<file path="src/io_fault_pkg.sv">
// Shared constants and types for the I/O fault latch and reset control
package io_fault_pkg;

	// ----------------------------------------------------------------
	// Clock and timing
	// ----------------------------------------------------------------
	localparam int CLK_KHZ     = 200000;
	localparam int TON_MS      = 60;
	localparam int TOFF_MS     = 30;
	localparam int DISC_MS     = 3;
	localparam int TON_CYCLES  = TON_MS * CLK_KHZ;
	localparam int TOFF_CYCLES = TOFF_MS * CLK_KHZ;
	localparam int DISC_CYCLES = DISC_MS * CLK_KHZ;
	localparam int CNT_W       = 25;

	// ----------------------------------------------------------------
	// Structure
	// ----------------------------------------------------------------
	localparam int NUM_CIRC  = 2;
	localparam int FILT_W    = 6;
	localparam int FILT_1A   = 0;
	localparam int FILT_1B   = 1;
	localparam int FILT_2A   = 2;
	localparam int FILT_2B   = 3;
	localparam int FILT_FB1  = 4;
	localparam int FILT_FB2  = 5;
	localparam int CAUSE_W   = 3;

	// ----------------------------------------------------------------
	// Reset values and feedback polarity
	// ----------------------------------------------------------------
	localparam logic ON_RST        = 1'b0;
	localparam logic SEEN_RST      = 1'b0;
	localparam logic FAULT_SIG_RST = 1'b1;
	localparam logic FB_INVERT     = 1'b1;

	// ----------------------------------------------------------------
	// Types
	// ----------------------------------------------------------------
	typedef enum {
		ST_RUN,
		ST_FAULT
	} fault_state_e;

	typedef struct packed {
		logic a;
		logic b;
	} pair_s;

	typedef struct packed {
		logic ext;
		logic disc;
		logic fb;
	} cause_s;

endpackage : io_fault_pkg

</file>
<file path="src/io_level_filter.sv">
// Three-stage input synchroniser with agreement filter
`timescale 1ns/1ps
`default_nettype none

module io_level_filter #(
	parameter int W = 6
) (
	input  wire logic         i_clk,
	input  wire logic         i_rst,
	input  wire logic [W-1:0] i_async,
	output logic      [W-1:0] o_level,
	output logic              o_valid
);

	logic [W-1:0] s1_reg;
	logic [W-1:0] s2_reg;
	logic [W-1:0] s3_reg;
	logic [W-1:0] level_reg;
	logic         valid_reg;
	logic [1:0]   fill_reg;

	// ----------------------------------------------------------------
	// Synchroniser chain, level taken when stages two and three agree
	// ----------------------------------------------------------------
	genvar g;
	generate
		for (g = 0; g < W; g++) begin : g_bit
			always_ff @(posedge i_clk) begin
				if (i_rst) begin
					level_reg[g] <= 1'b0;
				end else if (s2_reg[g] == s3_reg[g]) begin
					level_reg[g] <= s3_reg[g];
				end
			end
		end
	endgenerate

	always_ff @(posedge i_clk) begin
		if (i_rst) begin
			s1_reg    <= '0;
			s2_reg    <= '0;
			s3_reg    <= '0;
			fill_reg  <= 2'h0;
			valid_reg <= 1'b0;
		end else begin
			s1_reg <= i_async;
			s2_reg <= s1_reg;
			s3_reg <= s2_reg;
			if (fill_reg != 2'h3) begin
				fill_reg <= fill_reg + 2'h1;
			end
			valid_reg <= valid_reg | (fill_reg == 2'h3);
		end
	end

	assign o_level = level_reg;
	assign o_valid = valid_reg;

endmodule : io_level_filter

`default_nettype wire

</file>
<file path="src/io_fault_reset_control.sv">
// I/O fault latch, fault reset and power output switch-on control
`timescale 1ns/1ps
`default_nettype none

module io_fault_reset_control #(
	parameter int TON_CYCLES  = io_fault_pkg::TON_CYCLES,
	parameter int TOFF_CYCLES = io_fault_pkg::TOFF_CYCLES,
	parameter int DISC_CYCLES = io_fault_pkg::DISC_CYCLES,
	parameter int CNT_W       = io_fault_pkg::CNT_W
) (
	input  wire logic       I_MCLK,
	input  wire logic       I_RST,
	input  wire logic       I_FAST_OFF_IN_1A,
	input  wire logic       I_FAST_OFF_IN_1B,
	input  wire logic       I_FAST_OFF_IN_2A,
	input  wire logic       I_FAST_OFF_IN_2B,
	input  wire logic       I_FEEDBACK_IN_1,
	input  wire logic       I_FEEDBACK_IN_2,
	input  wire logic [1:0] I_FAULT_DETECT,
	input  wire logic       I_REBOOT_REQ,
	input  wire logic       I_DUAL_MODE,
	output logic            O_POWER_OUT_1_HIGH,
	output logic            O_POWER_OUT_1_LOW,
	output logic            O_POWER_OUT_2_HIGH,
	output logic            O_POWER_OUT_2_LOW,
	output logic            O_FAULT_SIGNAL_OUT,
	output logic [2:0]      O_FAULT_CAUSE
);

	localparam int NC = io_fault_pkg::NUM_CIRC;

	// ----------------------------------------------------------------
	// Declarations
	// ----------------------------------------------------------------
	logic [io_fault_pkg::FILT_W-1:0] raw_in;
	logic [io_fault_pkg::FILT_W-1:0] filt;
	logic                            filt_valid;

	io_fault_pkg::pair_s             pair       [NC];
	logic [NC-1:0]                   fb_level;
	logic [NC-1:0]                   circ_en;
	logic [NC-1:0]                   both_high;
	logic [NC-1:0]                   both_low;
	logic [NC-1:0]                   fall_evt;
	logic [NC-1:0]                   rise_evt;
	logic [NC-1:0]                   disc_err;
	logic [NC-1:0]                   fb_err;
	logic [NC-1:0]                   circ_fault;

	logic [NC-1:0]                   seen_high_reg;
	logic [NC-1:0]                   seen_high_next;
	logic [NC-1:0]                   seen_low_reg;
	logic [NC-1:0]                   seen_low_next;
	logic [NC-1:0]                   on_reg;
	logic [NC-1:0]                   on_next;
	logic [CNT_W-1:0]                disc_cnt_reg  [NC];
	logic [CNT_W-1:0]                disc_cnt_next [NC];
	logic [CNT_W-1:0]                fb_cnt_reg    [NC];
	logic [CNT_W-1:0]                fb_cnt_next   [NC];
	logic [CNT_W-1:0]                fb_limit      [NC];

	io_fault_pkg::fault_state_e      state_reg;
	io_fault_pkg::fault_state_e      state_next;
	io_fault_pkg::cause_s            cause_reg;
	io_fault_pkg::cause_s            cause_next;
	io_fault_pkg::cause_s            cause_now;
	logic                            fault_sig_reg;
	logic                            fault_set;
	logic                            fault_clr;
	logic                            in_fault;

	// ----------------------------------------------------------------
	// Input synchronisation and filtering
	// ----------------------------------------------------------------
	assign raw_in[io_fault_pkg::FILT_1A]  = I_FAST_OFF_IN_1A;
	assign raw_in[io_fault_pkg::FILT_1B]  = I_FAST_OFF_IN_1B;
	assign raw_in[io_fault_pkg::FILT_2A]  = I_FAST_OFF_IN_2A;
	assign raw_in[io_fault_pkg::FILT_2B]  = I_FAST_OFF_IN_2B;
	assign raw_in[io_fault_pkg::FILT_FB1] = I_FEEDBACK_IN_1;
	assign raw_in[io_fault_pkg::FILT_FB2] = I_FEEDBACK_IN_2;

	io_level_filter #(
		.W (io_fault_pkg::FILT_W)
	) u_filter (
		.i_clk   (I_MCLK),
		.i_rst   (I_RST),
		.i_async (raw_in),
		.o_level (filt),
		.o_valid (filt_valid)
	);

	// Pair one drives circuit 1, pair two drives circuit 2
	assign pair[0].a   = filt[io_fault_pkg::FILT_1A];
	assign pair[0].b   = filt[io_fault_pkg::FILT_1B];
	assign pair[1].a   = filt[io_fault_pkg::FILT_2A];
	assign pair[1].b   = filt[io_fault_pkg::FILT_2B];
	assign fb_level[0] = filt[io_fault_pkg::FILT_FB1];
	assign fb_level[1] = filt[io_fault_pkg::FILT_FB2];

	// Circuit 2 only switches on when dual-channel use is selected
	assign circ_en[0] = 1'b1;
	assign circ_en[1] = I_DUAL_MODE;

	assign in_fault = (state_reg == io_fault_pkg::ST_FAULT);

	// ----------------------------------------------------------------
	// Per-circuit edge detection, discrepancy and feedback checks
	// ----------------------------------------------------------------
	genvar c;
	generate
		for (c = 0; c < NC; c++) begin : g_circ

			assign both_high[c] = pair[c].a & pair[c].b;
			assign both_low[c]  = ~pair[c].a & ~pair[c].b;

			// Falling pair edge: both were high, now both low
			assign fall_evt[c] = filt_valid & seen_high_reg[c] & both_low[c];
			// Rising pair edge needs both low beforehand
			assign rise_evt[c] = filt_valid & seen_low_reg[c] & both_high[c];

			assign seen_high_next[c] = I_REBOOT_REQ ? io_fault_pkg::SEEN_RST :
				!filt_valid ? seen_high_reg[c] :
				both_high[c] ? 1'b1 :
				both_low[c] ? 1'b0 : seen_high_reg[c];
			assign seen_low_next[c] = I_REBOOT_REQ ? io_fault_pkg::SEEN_RST :
				!filt_valid ? seen_low_reg[c] :
				both_low[c] ? 1'b1 :
				both_high[c] ? 1'b0 : seen_low_reg[c];

			// Inputs of one pair disagreeing too long is a pair fault
			assign disc_cnt_next[c] = (in_fault | ~filt_valid | ~(pair[c].a ^ pair[c].b)) ?
				'0 :
				(disc_cnt_reg[c] == CNT_W'(DISC_CYCLES)) ? disc_cnt_reg[c] :
				disc_cnt_reg[c] + CNT_W'(1);
			assign disc_err[c] = (disc_cnt_reg[c] == CNT_W'(DISC_CYCLES));

			// Feedback must reach its expected level within the time window
			assign fb_limit[c] = on_reg[c] ? CNT_W'(TON_CYCLES) : CNT_W'(TOFF_CYCLES);
			assign fb_cnt_next[c] = (in_fault | ~filt_valid | (on_next[c] != on_reg[c])) ?
				'0 :
				(fb_cnt_reg[c] == fb_limit[c]) ? fb_cnt_reg[c] :
				fb_cnt_reg[c] + CNT_W'(1);
			assign fb_err[c] = (fb_cnt_reg[c] == fb_limit[c]) &
				(fb_level[c] != (on_reg[c] ^ io_fault_pkg::FB_INVERT));

			assign circ_fault[c] = disc_err[c] | fb_err[c] | I_FAULT_DETECT[c];

			// Output: off on any fault or reboot, off on falling pair, on on rising pair
			assign on_next[c] = (I_REBOOT_REQ | fault_set | in_fault) ? 1'b0 :
				fall_evt[c] ? 1'b0 :
				(rise_evt[c] & circ_en[c]) ? 1'b1 :
				on_reg[c];

			always_ff @(posedge I_MCLK) begin
				if (I_RST) begin
					seen_high_reg[c] <= io_fault_pkg::SEEN_RST;
					seen_low_reg[c]  <= io_fault_pkg::SEEN_RST;
					on_reg[c]        <= io_fault_pkg::ON_RST;
					disc_cnt_reg[c]  <= '0;
					fb_cnt_reg[c]    <= '0;
				end else begin
					seen_high_reg[c] <= seen_high_next[c];
					seen_low_reg[c]  <= seen_low_next[c];
					on_reg[c]        <= on_next[c];
					disc_cnt_reg[c]  <= disc_cnt_next[c];
					fb_cnt_reg[c]    <= fb_cnt_next[c];
				end
			end
		end
	endgenerate

	// ----------------------------------------------------------------
	// Fault latch
	// ----------------------------------------------------------------
	assign cause_now.ext  = |I_FAULT_DETECT;
	assign cause_now.disc = |disc_err;
	assign cause_now.fb   = |fb_err;

	assign fault_set = |circ_fault;

	// Either falling pair clears; single and dual mode both accept one full pair
	assign fault_clr = in_fault & (I_REBOOT_REQ | (|fall_evt));

	always_comb begin
		state_next = state_reg;
		cause_next = cause_reg;
		case (state_reg)
			io_fault_pkg::ST_RUN: begin
				if (fault_set) begin
					state_next = io_fault_pkg::ST_FAULT;
					cause_next = cause_now;
				end
			end
			io_fault_pkg::ST_FAULT: begin
				if (fault_set) begin
					cause_next = cause_reg | cause_now;
				end else if (fault_clr) begin
					state_next = io_fault_pkg::ST_RUN;
					cause_next = '0;
				end
			end
			default: begin
				state_next = io_fault_pkg::ST_FAULT;
			end
		endcase
	end

	always_ff @(posedge I_MCLK) begin
		if (I_RST) begin
			state_reg     <= io_fault_pkg::ST_RUN;
			cause_reg     <= '0;
			fault_sig_reg <= io_fault_pkg::FAULT_SIG_RST;
		end else begin
			state_reg     <= state_next;
			cause_reg     <= cause_next;
			fault_sig_reg <= (state_next == io_fault_pkg::ST_RUN);
		end
	end

	// ----------------------------------------------------------------
	// Outputs
	// ----------------------------------------------------------------
	assign O_POWER_OUT_1_HIGH = on_reg[0];
	assign O_POWER_OUT_1_LOW  = on_reg[0];
	assign O_POWER_OUT_2_HIGH = on_reg[1];
	assign O_POWER_OUT_2_LOW  = on_reg[1];
	assign O_FAULT_SIGNAL_OUT = fault_sig_reg;
	assign O_FAULT_CAUSE      = cause_reg;

endmodule : io_fault_reset_control

`default_nettype wire

</file>
<file path="config.mk">
export PLATFORM = sky130hd
export DESIGN_NAME = io_fault_reset_control
export DESIGN_NICKNAME = d
export VERILOG_FILES = /design/src/io_fault_pkg.sv /design/src/io_level_filter.sv /design/src/io_fault_reset_control.sv
export SDC_FILE = /design/constraint.sdc
export NUM_CORES = 1
export LEC_CHECK = 0
export BUFFER_PORTS_ARGS = -buffer_cell sky130_fd_sc_hd__buf_2
export CORE_UTILIZATION = 50
export CTS_CLUSTER_DIAMETER = 60
export DETAILED_ROUTE_END_ITERATION = 7
export GPL_TIMING_DRIVEN = 0
export PLACE_DENSITY = 0.78
export SETUP_SLACK_MARGIN = 0.02
export SYNTH_ARGS = -nofsm -noshare
export SYNTH_HDL_FRONTEND = slang
export SYNTH_HIERARCHICAL = 1
export SYNTH_SLANG_ARGS = --single-unit
</file>
<file path="constraint.sdc">
create_clock -name I_MCLK -period 2.8 [get_ports I_MCLK]
set_input_delay 0.42 -clock I_MCLK [delete_from_list [all_inputs] [get_ports I_MCLK]]
set_output_delay 0.42 -clock I_MCLK [all_outputs]
set_load 0.05 [all_outputs]
</file>
==> qor.csv <==
stage,metric,value,unit
outcome,status,"finished, final reports clean",
place,GPL Wtd Cong,0.8105,
setup_path,worst path required time,3.15,ns
place,Cells after DPL,948,
clocking,cts bufs inserted,17,
sta,slew margin rel.,0.2219,
detailed_routing,Vias,4939,
sta,fin crit share,0.9533,
sta,Final Max Tran Viols,0,
place,Port-buffer cells,19,
power_and_ir_drop,Pwr per Cell Area,621.3,nW/um^2
setup_path,Worst setup SP type,flop,
synthesis,syn avg cell area,9.407,sq um
finish,ant diodes,0,
floorplanning,area of the die,14070,sq um
clocking,clock sink count,169,
synthesis,distinct cell type count after synthesis,50,
floorplanning,die span in x,118.6,um
detailed_routing,# DRC,0,
sta,Max Fclk,374.7,MHz
floorplanning,Placeable Area,13240,sq um
synthesis,largest area contributor in the netlist,dfxtp_1,
clocking,htree depth,4,
synthesis,most common flop cell mapped by yosys,dfxtp_1,
sta,unrepaired setup endpoints after global routing,false,
detailed_routing,initial DRC count,326,
synthesis,Seq cells post-synth,169,
finish,layout cell share with drive strength beyond 1,0.09938,
finish,Final Non-Filler Cells,981,
finish,NumNets Final,817,
sta,worst setup margin,0.1309,ns
floorplanning,Site Rows,42,
synthesis,top-area cell type share of the netlist area,0.4974,
synthesis,Mapped Cells,723,
sta,Clock Skews,0.01285,ns
finish,area growth from synthesis to layout,15.82,%
detailed_routing,ANT nets after route,0,
clocking,clock root buffer,clkbuf_16,
synthesis,Syn. warnings,6,
synthesis,"EDFF count, synth",0,
global_route,largest net degree at the start of global routing,17,
sta,min cycle time layout,2.669,ns
detailed_routing,routed vias/inst,5.035,
floorplanning,I/O pin count,20,
setup_path,Critical Path Sink Type,flop,
synthesis,largest cells by area after synthesis,"dfxtp_1 (50%), xor2_1 (8.2%), nor2_1 (7.1%)",
sta,final hold vios,0,
global_route,first-pass GRT wire length,20.95,mm
synthesis,synth cell count leaders,"dfxtp_1 (169), nor2_1 (129), xor2_1 (64)",
worst_hold_path,worst hold path type,input pin to flop,
flow_run,Max-Cap Viols,0,
detailed_routing,Post-Route WL,11.88,mm
synthesis,share of flip-flops with an asynchronous set or reset,0,
place,pre-CTS setup slack,-0.4446,ns
clocking,Skew-Pair Late Insertion Delay,0.43,ns
sta,Hold Slack,0.2076,ns
clocking,Longest Clk Path Bufs,2,
detailed_routing,DR WL/cell,12.10,um
sta,setup_tns,0,ns
power_and_ir_drop,Leakage,2.800,nW
global_route,initial antenna violation count,0,
detailed_routing,DRT Pass-1 Iters,4,
synthesis,Mapped Area,6802,sq um
sta,final setup fails,0,
synthesis,most frequent cell after synthesis,dfxtp_1,
setup_path,Crit Path Category,flop to flop,
place,post-DP HPWL,8.053,mm
synthesis,post-synthesis sequential area ratio,0.4974,
power_and_ir_drop,Worst VDD drop,0.4993,mV
setup_path,CP arrival,3.02,ns
sta,Worst-Margin Slew,1.157,ns
floorplanning,Die Ht,118.6,um
global_route,vias in the first global route,4744,
clocking,CTS tree,done,
floorplanning,Initial Utilization,0.5136,
setup_path,crit path max fanout,10,
global_route,GR Util All Layers,0.1843,
clocking,Worst-path clk slew,0.06,ns
global_route,GRT Residual Overflow,0,
==> cell type report <==
type / count / area, sq um
Timing Repair Buffer: 20 / 102.6
Multi-Input combinational cell: 541 / 3349
Clock inverter: 10 / 117.6
Fill cell: 1131 / 5365
Sequential cell: 169 / 3383
Clock buffer: 22 / 474.2
Tap cell: 176 / 220.2
Inverter: 22 / 82.58
Buffer: 21 / 147.6
==> power by group <==
part	total [W]	internal, W	switching, W
Clock	0.00230	0.00138	0.000920
Sequential	0.00247	0.00245	0.0000186
Combinational	0.000119	0.0000529	0.0000660
==> path summary, 6_finish.rpt <==
check	cells after the start	endpoint	from	slack [ns]
max	11	fb_cnt_reg[1][22]$_SDFFE_PP0N_	fb_cnt_reg[1][0]$_SDFFE_PP0N_	0.13
min	2	u_filter/s1_reg[4]$_SDFF_PP0_	I_FEEDBACK_IN_1	0.21
max reg2reg	11	fb_cnt_reg[1][22]$_SDFFE_PP0N_	fb_cnt_reg[1][0]$_SDFFE_PP0N_	0.13
min reg2reg	1	u_filter/s2_reg[0]$_SDFF_PP0_	u_filter/s1_reg[0]$_SDFF_PP0_	0.43
==> critical path, cell delays in order (launching register included) <==
cell	delay (ns)
dfxtp_1	0.33
inv_1	0.11
ha_1	0.15
nor4bb_2	0.29
nand4_1	0.18
a2111oi_4	0.30
a22oi_2	0.17
and2_4	0.19
buf_6	0.12
a221o_2	0.44
buf_6	0.17
nor2_1	0.13
==> per-layer routing <==
| metal | global-route usage | part of all wire |
|---|---|---|
| met1 | 0.2281 | 0.49 |
| met4 | 0.07674 | 0.013 |
| met5 | 0 | 0 |
| met3 | 0.04923 | 0.027 |
| met2 | 0.3023 | 0.47 |
==> layout by cell type, fill, tap and decap left out, drive strengths merged, types with 3 or more instances in the layout <==
cell type / synthesis / routed
and3: 21 / 21
a21oi: 15 / 15
xnor2: 30 / 30
conb: 1 / 31
clkinvlp: 0 / 4
nand2b: 4 / 4
nor2: 129 / 129
nor4b: 5 / 5
nand3: 50 / 50
nor4: 14 / 14
clkinv: 0 / 3
o21ai: 7 / 7
mux2i: 12 / 12
clkbuf: 10 / 32
and4: 8 / 8
and2: 6 / 6
nand2: 40 / 40
ha: 13 / 13
xor2: 64 / 64
nor2b: 15 / 15
and4b: 4 / 4
inv: 22 / 23
dfxtp: 169 / 169
and2b: 7 / 7
nand3b: 3 / 3
nor4bb: 6 / 6
buf: 11 / 31
nor3: 14 / 14
nand4: 21 / 21
==> what timing repair did <==
item / in CTS / in global routing
setup buffers: 1 / 0
gates resized for setup: 6 / 2
endpoints found under the setup margin: 53 / 40
pin swaps: 2 / 0
hold buffers: 0 / 0
==> kinds of logic after synthesis <==
group                    Yosys count  synth area share
AO/OA/AOI/OAI                     37           0.03808
XOR/XNOR                          94            0.1210
multiplexers                      12           0.01766
AND/OR/NAND/NOR                  354            0.2675
flip-flops                       169            0.4974
adder cells (fa/ha/maj)           13           0.02392
other                              1         0.0005513
buffers and inverters             43           0.03385
==> per-stage QoR <==
stage                 util  power, W  instance area [sq um]
finish              0.5949  0.004894                   7878
global route        0.5949  0.005079                   7878
CTS                 0.5939  0.004941                   7865
detailed placement  0.5459  0.002641                   7229
global placement    0.5459  0.002637                   7229
floorplan                -  0.002606                   6914
Note: power is estimated with default switching activity, not from simulation.
